## src/hw/igh_defs.svh

```systemverilog
`ifndef IGH_DEFS_SVH
`define IGH_DEFS_SVH

// Number of gated input pins and open-drain capable outputs.
`define IGH_IN_W 8
`define IGH_OUT_W 8
// Reset value of the hold latches and of the participation mask (none take part).
`define IGH_HOLD_RST 8'h00
`define IGH_PART_RST 8'h00
// Reset value of the open-drain selection (all outputs push-pull).
`define IGH_OD_RST 8'h00
// Rail source selection codes.
`define IGH_SRC_PIN 1'h0
`define IGH_SRC_LOGIC 1'h1

`endif

```

## src/hw/igh_pkg.sv

```systemverilog
package igh_pkg;
   // Drive bundle of one output pin group.
   typedef struct packed {
      logic [7:0] out;
      logic [7:0] oe;
   } igh_pin_drv_t;

   // Rail source selection.
   typedef enum logic [0:0] {
      IGH_SRC_PIN_E = 1'b0,
      IGH_SRC_LOGIC_E = 1'b1
   } igh_src_t;
endpackage

```

## src/hw/igh_od_drv.sv

```systemverilog
`timescale 1ns/1ps
`include "igh_defs.svh"

// Per-output driver: push-pull or open-drain, registered.
module igh_od_drv (
   // Clock and reset.
   input wire logic core_clk_i,
   input wire logic rst_n_i,
   // Core side.
   input wire logic [`IGH_OUT_W-1:0] data_i,
   input wire logic [`IGH_OUT_W-1:0] od_sel_i,
   // Pin side.
   output igh_pkg::igh_pin_drv_t drv_o
);

   // Open-drain pins only ever drive low; a true value releases the pin.
   always_ff @(posedge core_clk_i) begin
      if (!rst_n_i) begin
         drv_o.out <= 8'h00;
         drv_o.oe <= 8'h00;
      end else begin
         drv_o.out <= data_i & ~od_sel_i;
         // Decided bit by bit: a push-pull bit always drives, an open-drain bit only for a false value.
         drv_o.oe <= ~od_sel_i | ~data_i;
      end
   end
endmodule // igh_od_drv

```

## src/hw/igh_gate.sv

```systemverilog
`timescale 1ns/1ps
`include "igh_defs.svh"

module igh_gate (
   // Clock and reset.
   input wire logic core_clk_i,
   input wire logic rst_n_i,
   // Configuration.
   input wire logic [`IGH_IN_W-1:0] part_en_i,
   input wire logic rail_src_i,
   input wire logic [`IGH_OUT_W-1:0] od_sel_i,
   // Rail sources.
   input wire logic rail_pin_i,
   input wire logic rail_logic_i,
   // Input pins and core view.
   input wire logic [`IGH_IN_W-1:0] in_pin_i,
   output logic [`IGH_IN_W-1:0] core_data_o,
   // Rail status pin.
   output logic gate_rail_status_pin_o,
   // Output pins.
   input wire logic [`IGH_OUT_W-1:0] core_out_i,
   output igh_pkg::igh_pin_drv_t out_drv_o
);

   logic [`IGH_IN_W-1:0] in_s1;
   logic [`IGH_IN_W-1:0] in_s2;
   logic rail_pin_s1;
   logic rail_pin_s2;
   logic rail;
   logic [`IGH_IN_W-1:0] part;
   logic [`IGH_IN_W-1:0] next_core_data;

   // Pins come from outside the clock domain, so they pass two flops first.
   always_ff @(posedge core_clk_i) begin
      if (!rst_n_i) begin
         in_s1 <= `IGH_HOLD_RST;
         in_s2 <= `IGH_HOLD_RST;
         rail_pin_s1 <= 1'h0;
         rail_pin_s2 <= 1'h0;
      end else begin
         in_s1 <= in_pin_i;
         in_s2 <= in_s1;
         rail_pin_s1 <= rail_pin_i;
         rail_pin_s2 <= rail_pin_s1;
      end
   end

   // Participation mask; reset clears it so no pin is gated by default.
   always_ff @(posedge core_clk_i) begin
      if (!rst_n_i) begin
         part <= `IGH_PART_RST;
      end else begin
         part <= part_en_i;
      end
   end

   // The dedicated rail cell: one register, fed by a pin or by core logic.
   always_ff @(posedge core_clk_i) begin
      if (!rst_n_i) begin
         rail <= 1'h0;
      end else if (rail_src_i == `IGH_SRC_LOGIC) begin
         rail <= rail_logic_i;
      end else begin
         rail <= rail_pin_s2;
      end
   end

   // Gated pins keep the core register unchanged, which is the hold latch.
   // Holding at the core register avoids a real latch and its timing hazard.
   always_comb begin
      next_core_data = rail ? ((core_data_o & part) | (in_s2 & ~part)) : in_s2;
   end

   // Core view of the inputs.
   always_ff @(posedge core_clk_i) begin
      if (!rst_n_i) begin
         core_data_o <= `IGH_HOLD_RST;
      end else begin
         core_data_o <= next_core_data;
      end
   end

   // Rail level mirrored on its status pin.
   always_ff @(posedge core_clk_i) begin
      if (!rst_n_i) begin
         gate_rail_status_pin_o <= 1'h0;
      end else begin
         gate_rail_status_pin_o <= rail;
      end
   end

   // Output drivers with per-pin open-drain choice.
   igh_od_drv u_od (
      .core_clk_i(core_clk_i),
      .rst_n_i(rst_n_i),
      .data_i(core_out_i),
      .od_sel_i(od_sel_i),
      .drv_o(out_drv_o)
   );
endmodule // igh_gate

```

## config.mk

```make
export PLATFORM = sky130hd
export DESIGN_NAME = igh_gate
export DESIGN_NICKNAME = d
export VERILOG_FILES = /design/src/hw/igh_pkg.sv /design/src/hw/igh_od_drv.sv /design/src/hw/igh_gate.sv
export VERILOG_INCLUDE_DIRS = /design/src /design/src/hw
export SDC_FILE = /design/constraint.sdc
export NUM_CORES = 1
export LEC_CHECK = 0
export ABC_CLOCK_PERIOD_IN_PS = 1100
export BUFFER_PORTS_ARGS = -buffer_cell sky130_fd_sc_hd__buf_2
export CAP_MARGIN = 20
export CORE_ASPECT_RATIO = 0.9
export CORE_MARGIN = 2
export CORE_UTILIZATION = 50
export CTS_CLUSTER_DIAMETER = 30
export DETAILED_ROUTE_END_ITERATION = 8
export HOLD_SLACK_MARGIN = 0.08
export PLACE_DENSITY = 0.81
export SLEW_MARGIN = 20
export SYNTH_ARGS = -nofsm -noshare
export SYNTH_HDL_FRONTEND = slang
export SYNTH_HIERARCHICAL = 1
export SYNTH_SLANG_ARGS = --single-unit
```

## constraint.sdc

```tcl
create_clock -name core_clk_i -period 1.1 [get_ports core_clk_i]
set_input_delay 0.165 -clock core_clk_i [delete_from_list [all_inputs] [get_ports core_clk_i]]
set_output_delay 0.165 -clock core_clk_i [all_outputs]
set_load 0.03 [all_outputs]
```

* Word-level counts from Yosys, hierarchy flattened *
Cells that the tools add are included.

storage, ports and cells
  bits in registers = 52
  output and inout port bits = 25
  logic and storage cells = 20

operators by class
  mux-type cells = 2
  bitwise operators = 8

operator list
  cell           number
  $and A8 B8 Y8  3
  $not A8 Y8     3
  $or A8 B8 Y8   2
  $mux W8        1
  $mux W1        1

* Depth between registers and ports, before layout *
Gate-level depths: netlist of the first run.

  depth in word-level cells = 4
  mapped depth = 4

* Cells and area by module *
Netlist of the first run, hierarchy kept.

modules (own cells, without submodules)
  module      times used  cells an instance  area each (um2)  seq. area each (um2)
  igh_gate    1           103                1121.1           720.7
  igh_od_drv  1           33                 491.7            320.3

* Worst setup path before layout of the first run *
No wires, ideal clock.

  kind = register -> register
  start = reg rail
  end = reg with a tool-made name
  library setup time = 118 ps
  arrival time = 619 ps
  required time = 982 ps
  path slack = 363 ps
  stages on the path, launching flop included = 4
  path buffers = 1
  period minus slack after synthesis = 737 ps
  path through = dfxtp_1 clkbuf_2 nand2_1 mux2i_1

RTL lines
  item                    RTL line        RTL
  from (decl)             igh_gate.sv:29  logic rail;
  from (signal assigned)  igh_gate.sv:62  rail <= rail_logic_i;
  from (signal assigned)  igh_gate.sv:64  rail <= rail_pin_s2;

==> results of run 1 <==
worst paths after layout:
path,start,endpoint,cells after the start
worst max-delay path,flop,core_data_o[4],1
worst min-delay path,rail_logic_i,rail,3
worst max register to register,rail,flop,2
worst min register to register,rail_pin_s1,rail_pin_s2,1
timing repair:
action | CTS | global route
setup buffers | 0 | 0
resized for setup | 0 | 12
setup endpoints to repair | 0 | 7
endpoints found under the hold margin | 32 | 0
hold buffers | 33 | 0
cell usage after synthesis:
cell      number
dfxtp_1       52
and2_1        27
nand2_1       24
mux2i_1        9
a21boi_2       8
and3b_1        8
buf_6          3
clkbuf_2       3
buf_4          1
nor2b_1        1
layout make-up:
class | count | area [µm²]
timing repair buffer | 95 | 673
sequential | 52 | 1040
tap | 42 | 52.6
fill | 218 | 746
clock buffer | 5 | 37.5
multi-input combinational | 77 | 515
kinds of logic after synthesis:
kind of cell | share of synthesized area [%]
flops | 64.5
simple gates | 20.8
compound gates | 5.59
mux | 5.59
buf+inv | 3.49
routing by layer:
layer / global-route usage [%] / up-vias / wire, µm
met5: 0 / - / 0
met1: 16.7 / 527 / 1160
met2: 30.4 / 29 / 1550
li1: - / 616 / -
met4: 12.1 / 0 / 113
met3: 5.05 / 12 / 138
metrics by stage:
step | power (mW) | util (%) | std cells
after floorplan | 2.23 | - | 136
after global placement | 2.34 | 63.1 | 233
after detailed placement | 2.35 | 63.1 | 233
after CTS | 3.14 | 75.1 | 271
after global routing | 3.24 | 75.7 | 271
final | 3.12 | 75.7 | 271
power groups by stage:
stage | clock network, mW | registers, mW | logic, mW
floorplan | 0 | 2.12 | 0.110
global placement | 0 | 2.04 | 0.301
detailed placement | 0 | 2.04 | 0.311
CTS | 0.744 | 2.00 | 0.401
global route | 0.800 | 2.01 | 0.437
finish | 0.722 | 2.00 | 0.405
worst register-to-register path, delay by kind of cell, from the launching register on:
family / cells / cell delay (ns)
flops: 1 / 0.50
mux: 1 / 0.13
simple gates: 1 / 0.12
==> metrics.txt, run 1 <==
fmax=roughly 940 MHz; Post-Syn Instances=136; Worst Path Arrival=about 0.90 ns; Slowest-stage cell, CP=dfxtp_1; setup TNS=0 ns; input/output buffers=around 60; Seq pwr share=between 60% and 70%; WL/cell=around 11 µm; Crit path max-delay family=flip-flops; first-pass GRT wire length=around 4600 µm; Int Power=about 2.4 mW; die area=between 3000 and 4000 µm²; Placement Rows=19; GRT overflow=0; routed wire length=2970 µm; actual slew at the worst max-slew pin=~0.28 ns; Placed Area=approximately 1900 µm²; Detail Placement HPWL=roughly 1800 µm; area leader, netlist=dfxtp_1; initial antenna violation count=0; crit-path max FO=2; most common cell after layout, fill and taps aside=buf_2; fraction of final layout cells sized beyond drive strength 1=33.2%; ANT nets after route=0; final setup fails=0; Placement Setup Slack=~0.25 ns; P_sw=between 0.7 and 0.8 mW; Synth Area per Inst=about 12 µm²; Hold Vio Cnt, Final=0; post-synthesis cell area=~1600 µm²; Cell Chain, Critical Path=buf_2; Post-Synthesis Net Count=173; Layout area overhead=43.9%; largest net degree at the start of global routing=61; num ports=62; power share of the clock group=between 20% and 30%; # DRC=0; slew margin rel.=~80%; sw frac=between 20% and 30%; max-slew violations=0; YS warnings=6; clock sink count=52; crit path capture type=output port; final instance area=around 2300 µm²; via-per-instance ratio=approximately 4.4; GRT Overall Usage=roughly 17%; critical path's largest stage delay=~0.34 ns; outcome=finished clean; Reg2Reg Setup Slack=~0.26 ns; die height=57.9 µm; Clock Tree Buf Depth=2; number of buffers created by CTS=5; Tcrit/Tclk final=96.5%; RSZ-0062 raised after global routing=false; register area share after synthesis=between 60% and 70%; core area=3070 µm²; maximum VDD drop=approximately 1 mV; PnR worst setup slack=a little under 0.04 ns; CTS tree=yes; combinational share of power=a little over an eighth; most frequent cells in the layout=54 x buf_2, 51 x dfxtp_1, 33 x dlygate4sd3_1; leakage=about 1.1 nW; total number of vias=1184; Hold Worst Slack=0.0843 ns; CP Class=reg2out; diode count=0; Iteration-0 DRC Markers=39; CTS Root Cell=clkbuf_4; Initial Util=between 50% and 60%; share of the synthesized area in the top cell type=between 60% and 70%; power density over the cells=1350 nW/µm²; max_cap viols=0; vias in the first global route=approximately 1100; Yosys reg bits=between 50 and 60; startpoint types=flop; Clk Latency, worst-skew pair=~0.35 ns; Worst-path clk slew=between 0.1 and 0.15 ns; fin nets=~270; die width=around 64 µm; Setup Skew=0.00421 ns; post-layout min period=1.06 ns; Area contributors post-synth=dfxtp_1 65%, and2_1 10%, mux2i_1 5.6%; Worst Path Buf+Inv=1; WP data required=about 0.94 ns; Netlist cell types=10; Hold WC Path Type=in2reg; drt first pass iters=2; GPL Wtd Cong=roughly 0.63; CTS H-tree depth=2
(Power assumes the default switching activity.)
==> run 2, diff against run 1 <==
--- a/config.mk
+++ b/config.mk
@@ -7,15 +7,15 @@
 export NUM_CORES = 1
 export LEC_CHECK = 0
 export ABC_CLOCK_PERIOD_IN_PS = 1100
-export BUFFER_PORTS_ARGS = -buffer_cell sky130_fd_sc_hd__buf_2
 export CAP_MARGIN = 20
 export CORE_ASPECT_RATIO = 0.9
 export CORE_MARGIN = 2
-export CORE_UTILIZATION = 50
+export CORE_UTILIZATION = 55
 export CTS_CLUSTER_DIAMETER = 30
 export DETAILED_ROUTE_END_ITERATION = 8
+export DONT_BUFFER_PORTS = 1
 export HOLD_SLACK_MARGIN = 0.08
-export PLACE_DENSITY = 0.81
+export PLACE_DENSITY = 0.7
 export SLEW_MARGIN = 20
 export SYNTH_ARGS = -nofsm -noshare
 export SYNTH_HDL_FRONTEND = slang
==> run 2 against run 1 <==
The run now ends with setup timing left. Count of clock-buffer cells in the layout is 3 higher. Setup slack lost 0.051 ns. Clock power increased by 15%. Clock skew about the same. Utilization increased by 2.1 points. Sequential share of layout area up 3.7 points. Power up 1.5%. Die area is 8.5% lower. Register-to-register slack worse by 0.04 ns. Worst hold slack gained 0.042 ns.
==> metrics.txt, run 2 (synthesized netlist as in run 1, its figures left out) <==
outcome=finished with violations (was finished clean); failing checks=setup timing; core area=2770 µm² (was 3070 µm²); crit-path max FO=2 (unchanged); met3 WL post-DR=188 µm (was 138 µm); Placement Rows=18 (was 19); HP Start=rst_n_i (was rail_logic_i); Clock Tree Buf Depth=2 (unchanged); Hold Vio Cnt, Final=0 (unchanged); most frequent cells in the layout=46 x dfxtp_1, 44 x dlygate4sd3_1, 27 x and2_1 (was 54 x buf_2, 51 x dfxtp_1, 33 x dlygate4sd3_1); RSZ-0062 raised after global routing=false (unchanged); clock sink count=52 (unchanged); die area=3380 µm² (was 3700 µm²); number of buffers created by CTS=5 (unchanged); fraction of final layout cells sized beyond drive strength 1=13.0% (was 33.2%); post-layout min period=1.11 ns (was 1.06 ns); max_cap viols=0 (unchanged); ANT nets after route=0 (unchanged); Int Power=2.47 mW (was 2.40 mW); die width=61.1 µm (was 63.9 µm); slew margin rel.=78.5% (was 81.4%); maximum VDD drop=1.08 mV (was 0.998 mV); vias in the first global route=1036 (was 1132); first-pass GRT wire length=4640 µm (was 4600 µm); crit path capture type=flop (was output port); P_sw=0.703 mW (was 0.721 mW); crit path from=od_sel_i[3]; leakage=0.938 nW (was 1.12 nW); Worst Path Arrival=1.41 ns (was 0.90 ns); total instance count after detailed placement=172 (was 233); PnR worst setup slack=-0.0118 ns (was 0.0390 ns); Setup Skew=0.00420 ns (was 0.00421 ns); setup TNS=-0.0174 ns (was 0 ns); WL met1=1100 µm (was 1160 µm); actual slew at the worst max-slew pin=0.323 ns (was 0.279 ns); WL/cell=12.6 µm (was 11.0 µm); most common cell after layout, fill and taps aside=dfxtp_1 (was buf_2); final non-filler cell total=225 (was 271); Placed Area=1630 µm² (was 1930 µm²); CP Class=in2reg (was reg2out); # DRC=0 (unchanged); Tcrit/Tclk final=101% (was 96.5%); diode count=0 (unchanged); Initial Util=58.2% (was 52.6%); GRT overflow=0 (unchanged); input/output buffers=0 (was 61); CTS H-tree depth=2 (unchanged); via-per-instance ratio=4.61 (was 4.37); Hold WC Path Type=in2reg (unchanged); routed wire length=2830 µm (was 2970 µm); die height=55.4 µm (was 57.9 µm); GPL Wtd Cong=0.599 (was 0.627); final setup fails=2 (was 0); Top Layer Used=met4 (unchanged); final instance area=2160 µm² (was 2320 µm²); Layout area overhead=33.7% (was 43.9%); power share of the clock group=26.2% (was 23.1%); Pwr Total=3.17 mW (was 3.12 mW); power density over the cells=1470 nW/µm² (was 1350 nW/µm²); drt first pass iters=3 (was 2); Iteration-0 DRC Markers=45 (was 39); Hold Worst Slack=0.126 ns (was 0.0843 ns); fmax=899 MHz (was 943 MHz); CTS Root Cell=clkbuf_4 (unchanged); Clk Latency, worst-skew pair=0.35 ns (about the same); CTS tree=yes (unchanged); fin nets=221 (was 268); Placement Setup Slack=0.230 ns (was 0.251 ns); initial antenna violation count=0 (unchanged); launching point of the worst reg2reg path=rail (unchanged); num ports=62 (unchanged); combinational share of power=8.1% (was 13.0%); sw frac=22.2% (was 23.1%); total number of vias=1038 (was 1184); Final Core Density=77.8% (was 75.7%); largest net degree at the start of global routing=52 (was 61); WP data required=1.40 ns (was 0.94 ns); startpoint types=input port (was flop); GRT Overall Usage=19.0% (was 16.9%); Worst-path clk slew=0.13 ns (was 0.12 ns); max-slew violations=0 (unchanged); Seq pwr share=65.7% (was 63.9%); WL met2=1500 µm (was 1550 µm)
-- run 2: changes by cell type in the layout (fill, tap and decap cells not counted) --
cell and delta:
dfxtp_1 -5, clkbuf_8 +1, buf_4 -1, buf_2 -54, dlygate4sd3_1 +11, clkbuf_1 +2, dfxtp_2 +5, clkbuf_4 -3
-- run 2: worst paths after layout --
| check | endpoint | slack [ns] | cells after the start |
|---|---|---|---|
| setup / recovery | u_od/drv_o[3] | -0.01 | 3 |
| hold / removal | flop | 0.13 | 3 |
| setup reg to reg | flop | 0.22 | 2 |
| hold reg to reg | flop | 0.45 | 2 |
-- run 2: layout make-up --
| cell class | instances | area (µm²) |
|---|---|---|
| well taps | 40 | 50.0 |
| clock buffers | 8 | 58.8 |
| fillers | 190 | 614 |
| repair buffers | 48 | 483 |
| flip-flops and latches | 52 | 1050 |
| multi-input cells | 77 | 515 |
-- run 2: critical path, cell delays in order --
cell	delay, ns
dlygate4sd3_1	0.56
a21boi_2	0.12
dlygate4sd3_1	0.56
-- run 2: power by group through the flow --
| stage | combinational (mW) | sequential, mW | clock, mW |
|---|---|---|---|
| floorplan | 0.110 | 2.12 | 0 |
| global placement | 0.0901 | 2.12 | 0 |
| detailed placement | 0.0948 | 2.12 | 0 |
| CTS | 0.250 | 2.08 | 0.865 |
| global route | 0.283 | 2.09 | 0.954 |
| finish | 0.257 | 2.08 | 0.830 |
-- run 2: what timing repair did --
action / CTS / global route
hold buffers: 44 / 2
endpoints found under the hold margin: 52 / 1
gates resized for setup: 0 / 6
buffers inserted: 0 / 0
endpoints found under the setup margin: 0 / 7
-- run 2: routing by layer --
metal / global-route usage (%) / up-vias
met3: 9.13 / 6
met5: 0 / -
li1: - / 529
met1: 19.4 / 472
met4: 7.14 / 0
met2: 32.5 / 31
==> run 3, diff against run 2 <==
==> constraint.sdc (replaced) <==
create_clock -name core_clk_i -period 1.1 [get_ports core_clk_i]
set_input_delay 0.165 -clock core_clk_i [delete_from_list [all_inputs] [get_ports core_clk_i]]
set_output_delay 0.165 -clock core_clk_i [all_outputs]
set_load 0.01 [all_outputs]
==> run 3 against run 2 <==
The run now ends clean. Cell count decreased by 1.3%. Via count up 0.58%. Maximum frequency grew 1.2%. Sequential share of layout area up 0.16 points. Combinational power down 3%. Largest cell class unchanged. Highest routed layer unchanged.
==> metrics.txt, run 3 (synthesized netlist as in run 1, its figures left out) <==
RSZ-0062 raised after global routing=false (unchanged); maximum VDD drop=1.07 mV (was 1.08 mV); num ports=62 (unchanged); HP Start=rst_n_i (unchanged); Worst Path Arrival=1.40 ns (was 1.41 ns); Tcrit/Tclk final=99.9% (was 101%); clock sink count=52 (unchanged); die height=55.4 µm (unchanged); max-slew violations=0 (unchanged); outcome=finished clean (was finished with violations); Hold Path Stages=3 (unchanged); P_sw=0.647 mW (was 0.703 mW); WP data required=1.40 ns (about the same); drt first pass iters=4 (was 3); total number of vias=1044 (was 1038); combinational share of power=8.0% (was 8.1%); first-pass GRT wire length=4660 µm (was 4640 µm); power share of the clock group=26.7% (was 26.2%); routed wire length=3000 µm (was 2830 µm); max_cap viols=0 (unchanged); input/output buffers=0 (unchanged); ANT nets after route=0 (unchanged); largest net degree at the start of global routing=51 (was 52); Clock Tree Buf Depth=2 (unchanged); power density over the cells=1460 nW/µm² (was 1470 nW/µm²); Setup Skew=0.00748 ns (was 0.00420 ns); Initial Util=58.2% (unchanged); die width=61.1 µm (unchanged); Iteration-0 DRC Markers=46 (was 45); GPL Wtd Cong=0.599 (about the same); fraction of final layout cells sized beyond drive strength 1=8.24% (was 13.0%); final setup fails=0 (was 2); crit-path max FO=2 (unchanged); final non-filler cell total=222 (was 225); Int Power=2.46 mW (was 2.47 mW); number of buffers created by CTS=5 (unchanged); CP Class=in2reg (unchanged); # DRC=0 (unchanged); launching point of the worst reg2reg path=rail (unchanged); sw frac=20.8% (was 22.2%); PnR worst setup slack=0.00163 ns (was -0.0118 ns); r2r worst-path depth=2 (unchanged); WL/cell=13.5 µm (was 12.6 µm); fin nets=218 (was 221); CTS Root Cell=clkbuf_4 (unchanged); vias in the first global route=1055 (was 1036); fmax=910 MHz (was 899 MHz); via-per-instance ratio=4.70 (was 4.61); diode count=0 (unchanged); Placement Setup Slack=0.216 ns (was 0.230 ns); CTS H-tree depth=2 (unchanged); leakage=0.945 nW (was 0.938 nW); Clk Latency, worst-skew pair=0.35 ns (about the same); Detail Placement HPWL=approximately 1500 µm; initial antenna violation count=0 (unchanged); Reg2Reg Setup Slack=0.19 ns (was 0.22 ns); Layout area overhead=32.3% (was 33.7%); slew margin rel.=77.2% (was 78.5%); Hold Vio Cnt, Final=0 (unchanged); Placement Rows=18 (unchanged); CTS tree=yes (unchanged); GRT overflow=0 (unchanged); Seq pwr share=65.2% (was 65.7%); Hold WC Path Type=in2reg (unchanged); Worst-path clk slew=0.13 ns (about the same); total instance count after detailed placement=169 (was 172); most common cell after layout, fill and taps aside=dfxtp_1 (unchanged); crit path capture type=flop (unchanged); setup TNS=0 ns (was -0.0174 ns); die area=3380 µm² (unchanged); post-layout min period=1.10 ns (was 1.11 ns); Fillers=185 (was 190); actual slew at the worst max-slew pin=0.341 ns (was 0.323 ns); most frequent cells in the layout=52 x dfxtp_1, 41 x dlygate4sd3_1, 27 x and2_1 (was 46 x dfxtp_1, 44 x dlygate4sd3_1, 27 x and2_1); GRT Overall Usage=19.2% (was 19.0%); core area=2770 µm² (unchanged); startpoint types=input port (unchanged)
## run 3: cell types whose count changed in the layout (fill, tap and decap cells not counted), sizes merged
cell	change
buf	-3
dlygate4sd3	-3
dlymetal6s4s	+3
## run 3: worst max-delay path by stage
stage | from | end | slack, ns
3_5_place_dp | rail | flop | 0.22
6_report | od_sel_i[6] | u_od/drv_o[6] | 0.002
4_1_cts | core_out_i[5] | u_od/drv_o[5] | 0.02
3_3_place_gp | rail | flop | 0.27
2_1_floorplan | rail | flop | 0.36
5_1_grt | od_sel_i[6] | u_od/drv_o[6] | 0.005
## run 3: what timing repair did
action	CTS	global route
hold endpoints to repair	52	3
buffers inserted	0	0
hold buffers	44	4
endpoints found under the setup margin	0	6
gates resized for setup	0	3
## run 3: final cells by class
class	instances	area, µm²	share of cell area, %
Sequential cell	52	1040	48.8
Tap cell	40	50.0	2.35
Multi-Input combinational cell	77	515	24.2
Clock buffer	8	58.8	2.76
Timing Repair Buffer	45	468	21.9
## run 3: metrics by stage
stage	hold slack, ns	cell area, µm²	util, %	total power, mW
3_3_place_gp	0.245	1610	58.0	2.15
2_1_floorplan	0.244	1610	-	2.16
4_1_cts	0.125	2120	76.4	3.13
6_report	0.139	2130	77.0	3.11
5_1_grt	0.124	2130	77.0	3.27
3_5_place_dp	0.248	1610	58.0	2.15
## run 3: power by group through the flow
stage	combinational, mW	sequential, mW	clock (mW)
CTS	0.239	2.03	0.858
finish	0.250	2.03	0.831
global placement	0.0788	2.07	0
floorplan	0.110	2.05	0
global route	0.276	2.04	0.952
detailed placement	0.0833	2.07	0
## run 3: worst max-delay path, cell delays in order
cell and delay [ns]:
dlygate4sd3_1 0.57, a21boi_2 0.12, dlygate4sd3_1 0.54
## run 3: per-layer routing
layer	share of wire [%]	up-vias	track usage, %
li1	-	522	-
met4	1.3	0	8.39
met1	38	486	19.3
met5	0	-	0
met3	5.0	4	7.03
met2	56	32	34.0
